--- src/rtl/sync_strobe_pkg.sv ---
package sync_strobe_pkg;

  // Control bus register addresses
  localparam logic [3:0] ADDR_TUNE_B0    = 4'h0;
  localparam logic [3:0] ADDR_TUNE_B1    = 4'h1;
  localparam logic [3:0] ADDR_TUNE_B2    = 4'h2;
  localparam logic [3:0] ADDR_TUNE_B3    = 4'h3;
  localparam logic [3:0] ADDR_SYNC_MODE  = 4'h4;
  localparam logic [3:0] ADDR_OUT_FORMAT = 4'h5;

  localparam int          TUNE_W        = 28;
  localparam int          TUNE_TOP_W    = 4;
  localparam logic [7:0]  REG_RESET     = 8'h00;
  localparam logic [7:0]  UNMAPPED_READ = 8'h00;
  localparam logic [3:0]  TOP_PAD       = 4'h0;

  // Internal sync counter periods as powers of two
  localparam int SYNC_LONG_LOG2  = 20;
  localparam int SYNC_SHORT_LOG2 = 8;

  // Bit serial rate field is four bits wide, so the divider spans 2^15 clocks
  localparam int RATE_W   = 4;
  localparam int BITCNT_W = 15;

  typedef struct packed {
    logic internal_sync_select;
    logic factory_test;
    logic diag_sync_enable;
    logic sync_tuning_load;
    logic tuning_load;
    logic sync_source_swap;
    logic accum_init_enable;
    logic sys_sync_disable;
  } sync_mode_t;

  typedef struct packed {
    logic              frame_strobe_invert;
    logic              frame_strobe_shape;
    logic              bit_strobe_invert;
    logic              bit_strobe_shape;
    logic [RATE_W-1:0] rate;
  } out_format_t;

  typedef struct packed {
    logic       cs_n;
    logic       rd_wr_n;
    logic [3:0] addr;
    logic [7:0] wdata;
  } ctrl_bus_t;

endpackage

--- src/rtl/sync_and_serial_strobe_ctrl.sv ---
`timescale 1ns/1ns
`default_nettype none

module sync_and_serial_strobe_ctrl
  import sync_strobe_pkg::*;
#(
  parameter int SYNC_LONG  = SYNC_LONG_LOG2,
  parameter int SYNC_SHORT = SYNC_SHORT_LOG2
)
(
  input  wire logic              clk,
  input  wire logic              sys_rst,
  input  wire logic              cs_n,
  input  wire logic              rd_wr_n,
  input  wire logic [3:0]        addr,
  input  wire logic [7:0]        data_in,
  output logic      [7:0]        data_out,
  output logic                   data_oe_n,
  input  wire logic              sys_sync_in_n,
  input  wire logic              accum_sync_in_n,
  input  wire logic              frame_next,
  output logic      [TUNE_W-1:0] tuning_word,
  output logic                   accum_load,
  output logic                   diag_reinit,
  output logic                   sync_out_n,
  output logic                   bit_shift,
  output logic                   bit_strobe,
  output logic                   frame_strobe
);

  generate
    if (SYNC_SHORT < 1 || SYNC_LONG <= SYNC_SHORT || SYNC_LONG > 31)
    begin : g_bad_sync
      $error("sync counter widths out of range");
    end
    // The slowest rate needs a count of two to the largest rate field value
    if (BITCNT_W < (1 << RATE_W) - 1)
    begin : g_bad_bitcnt
      $error("bit counter too narrow for the rate field");
    end
  endgenerate

  function automatic logic [BITCNT_W-1:0] bit_last(input logic [RATE_W-1:0] r);
    bit_last = BITCNT_W'((32'h1 << r) - 32'h1);
  endfunction

  function automatic logic [BITCNT_W-1:0] bit_half(input logic [RATE_W-1:0] r);
    bit_half = BITCNT_W'((32'h1 << r) >> 1);
  endfunction

  ctrl_bus_t   bus_ff;
  logic [7:0]  tune_b0_ff;
  logic [7:0]  tune_b1_ff;
  logic [7:0]  tune_b2_ff;
  logic [TUNE_TOP_W-1:0] tune_b3_ff;
  sync_mode_t  sync_mode_ff;
  out_format_t out_fmt_ff;
  logic        wr_ff;
  logic [3:0]  wr_addr_ff;
  logic [7:0]  wr_data_ff;

  logic        ss_prev_ff;
  logic        as_prev_ff;
  logic        ss_fall_ff;
  logic        as_fall_ff;
  logic [SYNC_LONG-1:0] sync_cnt_ff;
  logic [BITCNT_W-1:0]  bit_cnt_ff;
  logic        frame_hold_ff;
  logic        tune_copy_ff;

  logic [TUNE_W-1:0] tune_word_ff;
  logic        accum_load_ff;
  logic        diag_reinit_ff;
  logic        sync_out_n_ff;
  logic        bit_shift_ff;
  logic        bit_strobe_ff;
  logic        frame_strobe_ff;
  logic [7:0]  data_out_ff;
  logic        data_oe_n_ff;

  logic ss_eff;
  logic term_cnt;
  logic int_sync;
  logic acc_sync;
  logic tune_wr;
  logic load_set;
  logic diag_sync;
  logic bit_end;
  logic [7:0] rd_mux;
  sync_mode_t wr_mode;

  assign tuning_word  = tune_word_ff;
  assign accum_load   = accum_load_ff;
  assign diag_reinit  = diag_reinit_ff;
  assign sync_out_n   = sync_out_n_ff;
  assign bit_shift    = bit_shift_ff;
  assign bit_strobe   = bit_strobe_ff;
  assign frame_strobe = frame_strobe_ff;
  assign data_out     = data_out_ff;
  assign data_oe_n    = data_oe_n_ff;

  // Control bus: a write is taken when cs_n falls with rd_wr_n low
  always_ff @(posedge clk or posedge sys_rst)
  begin
    if (sys_rst)
    begin
      bus_ff     <= '{cs_n: 1'b1, rd_wr_n: 1'b1, addr: 4'h0, wdata: 8'h00};
      wr_ff      <= 1'b0;
      wr_addr_ff <= 4'h0;
      wr_data_ff <= 8'h00;
    end
    else
    begin
      bus_ff     <= '{cs_n: cs_n, rd_wr_n: rd_wr_n, addr: addr, wdata: data_in};
      wr_ff      <= bus_ff.cs_n & ~cs_n & ~rd_wr_n;
      wr_addr_ff <= addr;
      wr_data_ff <= data_in;
    end
  end

  always_ff @(posedge clk or posedge sys_rst)
  begin
    if (sys_rst)
    begin
      tune_b0_ff   <= REG_RESET;
      tune_b1_ff   <= REG_RESET;
      tune_b2_ff   <= REG_RESET;
      tune_b3_ff   <= TOP_PAD;
      sync_mode_ff <= sync_mode_t'(REG_RESET);
      out_fmt_ff   <= out_format_t'(REG_RESET);
    end
    else if (wr_ff)
    begin
      case (wr_addr_ff)
        ADDR_TUNE_B0:    tune_b0_ff   <= wr_data_ff;
        ADDR_TUNE_B1:    tune_b1_ff   <= wr_data_ff;
        ADDR_TUNE_B2:    tune_b2_ff   <= wr_data_ff;
        ADDR_TUNE_B3:    tune_b3_ff   <= wr_data_ff[TUNE_TOP_W-1:0];
        ADDR_SYNC_MODE:  sync_mode_ff <= sync_mode_t'(wr_data_ff);
        ADDR_OUT_FORMAT: out_fmt_ff   <= out_format_t'(wr_data_ff);
        default:         ;
      endcase
    end
  end

  always_comb
  begin
    case (bus_ff.addr)
      ADDR_TUNE_B0:    rd_mux = tune_b0_ff;
      ADDR_TUNE_B1:    rd_mux = tune_b1_ff;
      ADDR_TUNE_B2:    rd_mux = tune_b2_ff;
      ADDR_TUNE_B3:    rd_mux = {TOP_PAD, tune_b3_ff};
      ADDR_SYNC_MODE:  rd_mux = sync_mode_ff;
      ADDR_OUT_FORMAT: rd_mux = out_fmt_ff;
      default:         rd_mux = UNMAPPED_READ;
    endcase
  end

  // Data pins are driven only while selected for a read
  always_ff @(posedge clk or posedge sys_rst)
  begin
    if (sys_rst)
      data_oe_n_ff <= 1'b1;
    else
      data_oe_n_ff <= bus_ff.cs_n | ~bus_ff.rd_wr_n;
  end

  always_ff @(posedge clk or posedge sys_rst)
  begin
    if (sys_rst)
      data_out_ff <= UNMAPPED_READ;
    else
      data_out_ff <= rd_mux;
  end

  // Sync input edge detection
  always_ff @(posedge clk or posedge sys_rst)
  begin
    if (sys_rst)
    begin
      ss_prev_ff <= 1'b1;
      as_prev_ff <= 1'b1;
      ss_fall_ff <= 1'b0;
      as_fall_ff <= 1'b0;
    end
    else
    begin
      ss_prev_ff <= sys_sync_in_n;
      as_prev_ff <= accum_sync_in_n;
      ss_fall_ff <= ss_prev_ff & ~sys_sync_in_n;
      as_fall_ff <= as_prev_ff & ~accum_sync_in_n;
    end
  end

  assign ss_eff   = ss_fall_ff & ~sync_mode_ff.sys_sync_disable;
  assign term_cnt = sync_mode_ff.factory_test
                  ? (&sync_cnt_ff[SYNC_SHORT-1:0])
                  : (&sync_cnt_ff);
  assign int_sync = sync_mode_ff.internal_sync_select ? term_cnt : ss_eff;
  assign acc_sync = (sync_mode_ff.sync_source_swap & ~sync_mode_ff.sys_sync_disable)
                  ? ss_eff : as_fall_ff;
  assign diag_sync = sync_mode_ff.diag_sync_enable & int_sync;

  // Internal sync counter free runs; a short period clears it when its low bits are all ones
  always_ff @(posedge clk or posedge sys_rst)
  begin
    if (sys_rst)
      sync_cnt_ff <= '0;
    else if (sync_mode_ff.factory_test && term_cnt)
      sync_cnt_ff <= '0;
    else
      sync_cnt_ff <= sync_cnt_ff + 1'b1;
  end

  // Internal sync shown on the active-low output pin
  always_ff @(posedge clk or posedge sys_rst)
  begin
    if (sys_rst)
      sync_out_n_ff <= 1'b1;
    else
      sync_out_n_ff <= ~int_sync;
  end

  // Diagnostic sync also reinitialises the accumulator
  always_ff @(posedge clk or posedge sys_rst)
  begin
    if (sys_rst)
      accum_load_ff <= 1'b0;
    else
      accum_load_ff <= (sync_mode_ff.accum_init_enable & acc_sync) | diag_sync;
  end

  always_ff @(posedge clk or posedge sys_rst)
  begin
    if (sys_rst)
      diag_reinit_ff <= 1'b0;
    else
      diag_reinit_ff <= diag_sync;
  end

  // Tuning register loads
  assign wr_mode  = sync_mode_t'(wr_data_ff);
  assign tune_wr  = wr_ff && (wr_addr_ff <= ADDR_TUNE_B3);
  assign load_set = wr_ff && (wr_addr_ff == ADDR_SYNC_MODE) && wr_mode.tuning_load
                    && !sync_mode_ff.tuning_load;

  // A byte lands one edge after the write strobe, so the copy waits for it
  always_ff @(posedge clk or posedge sys_rst)
  begin
    if (sys_rst)
      tune_copy_ff <= 1'b0;
    else
      tune_copy_ff <= sync_mode_ff.tuning_load && tune_wr;
  end

  always_ff @(posedge clk or posedge sys_rst)
  begin
    if (sys_rst)
      tune_word_ff <= '0;
    else if (load_set
             || tune_copy_ff
             || (sync_mode_ff.sync_tuning_load && acc_sync))
      tune_word_ff <= {tune_b3_ff, tune_b2_ff, tune_b1_ff, tune_b0_ff};
  end

  // Bit-serial timing
  assign bit_end = (bit_cnt_ff >= bit_last(out_fmt_ff.rate));

  always_ff @(posedge clk or posedge sys_rst)
  begin
    if (sys_rst)
      bit_cnt_ff <= '0;
    else if (bit_end || diag_sync)
      bit_cnt_ff <= '0;
    else
      bit_cnt_ff <= bit_cnt_ff + 1'b1;
  end

  always_ff @(posedge clk or posedge sys_rst)
  begin
    if (sys_rst)
      frame_hold_ff <= 1'b0;
    else if (bit_end)
      frame_hold_ff <= frame_next;
  end

  always_ff @(posedge clk or posedge sys_rst)
  begin
    if (sys_rst)
      bit_shift_ff <= 1'b0;
    else
      bit_shift_ff <= bit_end;
  end

  // Bit strobe: pulse before each transition, or a clock high in the second half
  always_ff @(posedge clk or posedge sys_rst)
  begin
    if (sys_rst)
      bit_strobe_ff <= 1'b0;
    else if (out_fmt_ff.bit_strobe_shape)
      bit_strobe_ff <= out_fmt_ff.bit_strobe_invert
                       ^ (bit_cnt_ff >= bit_half(out_fmt_ff.rate));
    else
      bit_strobe_ff <= out_fmt_ff.bit_strobe_invert ^ bit_end;
  end

  // Frame strobe: pulse before a new frame, or held for its first bit
  always_ff @(posedge clk or posedge sys_rst)
  begin
    if (sys_rst)
      frame_strobe_ff <= 1'b0;
    else if (out_fmt_ff.frame_strobe_shape)
      frame_strobe_ff <= out_fmt_ff.frame_strobe_invert
                         ^ (bit_end ? frame_next : frame_hold_ff);
    else
      frame_strobe_ff <= out_fmt_ff.frame_strobe_invert
                         ^ (bit_end & frame_next);
  end

endmodule

`default_nettype wire

--- config.mk ---
export PLATFORM = sky130hd
export DESIGN_NAME = sync_and_serial_strobe_ctrl
export DESIGN_NICKNAME = d
export VERILOG_FILES = /design/src/rtl/sync_strobe_pkg.sv /design/src/rtl/sync_and_serial_strobe_ctrl.sv
export SDC_FILE = /design/constraint.sdc
export NUM_CORES = 1
export LEC_CHECK = 0
export BUFFER_PORTS_ARGS = -buffer_cell sky130_fd_sc_hd__clkbuf_2
export CELL_PAD_IN_SITES_DETAIL_PLACEMENT = 1
export CELL_PAD_IN_SITES_GLOBAL_PLACEMENT = 1
export CORE_ASPECT_RATIO = 1.2
export CORE_UTILIZATION = 50
export CTS_BUF_LIST = sky130_fd_sc_hd__clkbuf_4 sky130_fd_sc_hd__clkbuf_8
export DETAILED_ROUTE_END_ITERATION = 10
export HOLD_SLACK_MARGIN = 0.05
export PLACE_DENSITY_LB_ADDON = 0.1
export SETUP_SLACK_MARGIN = 0.05
export SYNTH_ARGS = -nofsm -noshare
export SYNTH_HDL_FRONTEND = slang
export SYNTH_SLANG_ARGS = --single-unit
--- constraint.sdc ---
create_clock -name clk -period 7.5 [get_ports clk]
set_clock_uncertainty 0.05 [all_clocks]
set_input_delay 2.25 -clock clk [delete_from_list [all_inputs] [get_ports clk]]
set_output_delay 2.25 -clock clk [all_outputs]
set_load 0.02 [all_outputs]
* Word level (Yosys, flattened, before mapping)
Cells that the tools add are included.
** Word-level totals
- Register bits after elaboration :: 143
- Output and inout bits :: 43
- Word-level logic and storage cells :: 102
- Input port bits :: 19
** Cells by class
- Shift-type cells :: 1
- Magnitude comparators :: 3
- Muxes and demuxes :: 9
- Reduce and logical (&&, ||, !) cells :: 20
- Add/subtract/negate cells :: 3
- Eq/ne operators :: 5
- Bitwise operators :: 22
** Operator list (number)
- $pmux 8 s6 :: 1
- $ge 15x15->1 :: 2
- $add 20x1->20 const B :: 1
- $mux 20 :: 1
- $reduce_and 20->1 :: 1
- $shl 1x4->16 const A :: 1
- $add 15x1->15 const B :: 1
- $mux 15 :: 1
- $sub 15x1->15 const B :: 1
- $reduce_and 2->1 :: 6
- $and 1x1->1 :: 9
- $eq 4x2->1 const B :: 2
- $eq 4x3->1 const B :: 2
- $reduce_and 8->1 :: 1
- $logic_and 1x1->1 :: 7
- $not 1->1 :: 7
- $mux 1 :: 6
- $eq 4x1->1 const B :: 1
- $le 4x2->1 const B :: 1
- $logic_not 4->1 :: 1
- $xor 1x1->1 :: 4
- $logic_or 1x1->1 :: 3
- $or 1x1->1 :: 2
- $logic_not 1->1 :: 1

* Logic depth before layout (Yosys ltp)
- Word-level depth :: 6
- Mapped depth :: 17
- Gate-level depth less buffers :: 14

* Worst setup path before layout
Ideal clock, no wire load.
- Path type :: register to register
- From :: register out_fmt_ff[0] in the netlist's numbering
- To :: register bit_cnt_ff[10]
- Path buffers :: 2
- Setup time :: 72 ps
- Stages on the path, launching flop included :: 16
- Required time :: 7378 ps
- Path slack :: 4077 ps
- Arrival time :: 3301 ps
- Clock period less this slack :: 3423 ps
- Cell sequence :: dfrtp_1 clkbuf_1 nor2b_1 nand2_1 ha_1 or2_2 o21ai_0 a31oi_1 ha_1 and3_1 a22o_1 a311oi_1 o21ai_1 nand2b_1 clkbuf_1 nor2_1
** Between the ends
- Longest elaborated chain between the ends :: 5
** Ends and longest elaborated chain
- from (decl) :: RTL line sync_and_serial_strobe_ctrl.sv:57 : out_format_t out_fmt_ff;
- from (signal assigned) :: RTL line sync_and_serial_strobe_ctrl.sv:130 : out_fmt_ff <= out_format_t'(REG_RESET);
- from (signal assigned) :: RTL line sync_and_serial_strobe_ctrl.sv:140 : ADDR_OUT_FORMAT: out_fmt_ff <= out_format_t'(wr_data_ff);
- $shl 1x4->16
- $sub 15x1->15 :: RTL line sync_and_serial_strobe_ctrl.sv:44 : bit_last = BITCNT_W'((32'h1 << r) - 32'h1);
- $ge 15x15->1 :: RTL line sync_and_serial_strobe_ctrl.sv:267 : assign bit_end = (bit_cnt_ff >= bit_last(out_fmt_ff.rate));
- net bit_end :: RTL line sync_and_serial_strobe_ctrl.sv:88 : logic bit_end;
- $logic_or 1x1->1 :: RTL line sync_and_serial_strobe_ctrl.sv:273 : else if (bit_end || diag_sync)
- $mux 15 :: RTL line sync_and_serial_strobe_ctrl.sv:273
- to (signal assigned) :: RTL line sync_and_serial_strobe_ctrl.sv:276 : bit_cnt_ff <= bit_cnt_ff + 1'b1;
- to (decl) :: RTL line sync_and_serial_strobe_ctrl.sv:67 : logic [BITCNT_W-1:0] bit_cnt_ff;
The timed path passes the listed nets, and every way through them passes these cells.
A chain may end at the register's enable or synchronous reset.

* Worst setup path after layout
- From :: register out_fmt_ff[1] in the netlist's numbering
- To :: register bit_cnt_ff[7]
Same word-level chain as after synthesis.

==> out/results.tsv <==
stage	metric	value	unit
timing	slew_viol_final	0	
finish	area_growth_syn_to_layout	13.1	%
detailed_routing	dr.pass1.iters	5	
die	io_pins	62	
clocking	insertion_delay	0.46	ns
grt	grt_pass1_vias	4851	
power	power_switching_share	0.313	
detailed_routing	routed_wl	16000	µm
logic_synthesis	netlist.area_leader.share	0.510	
grt	grt_util_all_layers	0.249	
finish	final-seq-area	0.00359	mm²
logic_synthesis	synthTopCellsByArea	dfrtp_1 51%, mux2_2 8.9%, ha_1 6.1%, mux2_4 4.5%, nor2_1 2.7%	
logic_synthesis	ys_types	49	
placement	gp_congestion	0.826	
timing	hold_violations	0	
die	start_util	0.510	
power	ir_drop	0.000164	V
min_path	min_path_type	register to register	
detailed_routing	drt_iter0_markers	208	
grt	busiest_layer	met2	
grt	antenna_found_initial	0	
power	seq_power_share	0.456	
grt	grt_start_max_net_pins	82	
timing	maxSlewHeadroom	0.370	
logic_synthesis	ys_seq_elements	143	
power	switching_power	0.000665	W
detailed_routing	wl_per_cell	19.9	µm
critical_path	slowest_stage	dfrtp_1	
clocking	h-tree-depth	4	
detailed_routing	route.detailed.drc	0	
critical_path	required	7.83	ns
die	rows	46	
detailed_routing	vias	4560	
power	powerDensity	279	mW/mm²
logic_synthesis	synthArstFlopShare	1.00	
logic_synthesis	avgSynthCellArea	12.1	µm²
logic_synthesis	ys_top_cells_by_count	137 x dfrtp_1, 53 x mux2_2, 49 x nor2_1	
clocking	clock-root-buffer	clkbuf_8	
clocking	clkSinkCount	143	
critical_path	worst_setup_path_start_kind	register	
finish	fin_nets	676	
grt	gr-total-overflow	0	
clocking	cts_tree	built	
logic_synthesis	synth_ff_type	dfrtp_1	
die	die_x	108	µm
logic_synthesis	synth_edf_count	0	
power	leakage	3.73	nW
detailed_routing	via_per_inst	5.66	
logic_synthesis	yosysTopAreaCell	dfrtp_1	
logic_synthesis	syn_area	0.00672	mm²
die	core_area	0.0132	mm²
die	design.die.area	0.0139	mm²
grt	use_met1	0.322	
detailed_routing	antenna_left	0	
logic_synthesis	syn_nets	610	
critical_path	critical_path_class	register to register	
clocking	cts_max_path_buffers	2	
logic_synthesis	yosysMostFrequentCell	dfrtp_1	
placement	dp.final_hpwl	11200	µm
power	p_int	0.00146	W
grt	grt_pass1_wl	25700	µm
clocking	hold_buffers	0	
status	status	finished clean	
timing	max_freq	242	MHz
timing	rsz0062_at_grt	no	
logic_synthesis	yosysSeqAreaShare	0.533	
critical_path	cp.arrival	4.47	ns
finish	fillers	1393	
timing	finalCriticalPeriod	4.13	ns
critical_path	max_stage_delay	0.59	ns
die	die_h	129	µm
power	clockPowerShare	0.324	
timing	min_period_over_period	0.551	
critical_path	crit_chain	nor2_1, nand2_1, ha_1, or2_2, o21ai_0, a31oi_1, ha_1, and3_1, a22o_1, a311oi_1, o21ai_1, nand2b_1, nor2_1	
finish	multi_input_area	0.00300	mm²
timing	setup_slack	3.37	ns
timing	tightest_slew	0.942	ns
clocking	postCtsResizedCells	0	
finish	drive_gt1_frac	0.289	
grt	use_met2	0.419	
logic_synthesis	synth_warnings	0	
finish	largest_register_ffs	28	
power	p_comb_frac	0.220	
clocking	cts_buffers	17	
finish	antenna_cells	0	
flow_run	drv_cap	0	
clocking	post_cts.repair.setup_buffers	0	
timing	finalSetupViolations	0	
grt	gr-usage-met3	0.0483	
placement	port_buffers	61	
critical_path	crit_path_end_kind	register	
clocking	path_clk_slew	0.08	ns
critical_path	cp_max_fo	17	
placement	pre_cts_slack	3.40	ns
timing	setup_tns	0	ns
logic_synthesis	syn_inst	558	
[area by class of cell]
class                           count  share of cell area
Clock inverter                     12              0.0237
Timing Repair Buffer               63              0.0421
Tap cell                          168              0.0276
Multi-Input combinational cell    389               0.394
Clock buffer                       20              0.0354
Inverter                           10             0.00559
Sequential cell                   143               0.472
[stage by stage]
step / total power [W] / instances / instance area (µm²) / hold slack (ns) / util
after floorplan: 0.00129 / 558 / 6720 / 0.374 / -
after global placement: 0.00142 / 773 / 7160 / 0.378 / 0.543
after detailed placement: 0.00145 / 773 / 7160 / 0.388 / 0.543
after CTS: 0.00214 / 805 / 7600 / 0.407 / 0.577
after global routing: 0.00223 / 805 / 7600 / 0.421 / 0.577
final: 0.00212 / 805 / 7600 / 0.404 / 0.577
[power by group through the flow]
stage	Combinational (W)	Sequential, W	Clock, W
after floorplan	0.000300	0.000987	0
after global placement	0.000446	0.000974	0
after detailed placement	0.000469	0.000982	0
after CTS	0.000475	0.000968	0.000699
after global routing	0.000520	0.000980	0.000727
final	0.000467	0.000968	0.000688
[cell usage in the layout (no fill, tap or decap), types with 3 or more instances in the layout]
cell type | netlist | routed
a21oi_1 | 21 | 21
a222oi_1 | 3 | 3
a22o_1 | 3 | 3
a22oi_1 | 9 | 9
a31oi_1 | 4 | 4
and2_1 | 4 | 4
and3_1 | 11 | 11
and4_1 | 4 | 4
bufinv_16 | 0 | 4
clkbuf_2 | 0 | 61
clkbuf_8 | 0 | 19
dfrtp_1 | 137 | 137
dfstp_2 | 6 | 6
ha_1 | 33 | 33
inv_1 | 10 | 9
inv_6 | 0 | 3
mux2_2 | 53 | 53
mux2_4 | 20 | 20
mux2i_1 | 5 | 5
nand2_1 | 46 | 46
nand2b_1 | 5 | 5
nand3_1 | 28 | 28
nand4_1 | 6 | 6
nor2_1 | 49 | 49
nor2b_1 | 9 | 9
o21ai_0 | 16 | 16
xnor2_1 | 12 | 12
xor2_1 | 20 | 20
[metal layers]
metal / wire [µm] / part of all wire
met1: 7050 / 0.44
met2: 8270 / 0.52
met3: 465 / 0.029
met4: 229 / 0.014
met5: 0 / 0
[worst max-delay path, delay by kind of cell (launching register included)]
kind,cells,cell delay (ns)
AOI/OAI and AO/OA,5,1.00
adders and majority gates,2,0.67
DFF,1,0.59
and+or+nand+nor,6,1.75
[kinds of logic after synthesis]
logic type,after synthesis,share of synthesized area
AO/OA/AOI/OAI,72,0.0694
XOR/XNOR,32,0.0417
adder cells (fa/ha/maj),33,0.0614
buffers and inverters,26,0.0210
flip-flops,143,0.533
multiplexers,78,0.141
AND/OR/NAND/NOR,174,0.132
[path summary, 6_finish.rpt]
path                            slack [ns]  cells past startpoint              to           from
max in group asynchronous             4.25                      3  tuning_word[8]        sys_rst
min in group asynchronous             1.85                      2   bit_cnt_ff[5]        sys_rst
worst max register to register        3.37                     13   bit_cnt_ff[7]  out_fmt_ff[1]
worst min register to register        0.40                      1       data_oe_n     bus_ff[12]
worst max-delay path                  3.37                     13   bit_cnt_ff[7]  out_fmt_ff[1]
worst min-delay path                  0.40                      1       data_oe_n     bus_ff[12]
Note: power is estimated with default switching activity, not from simulation.
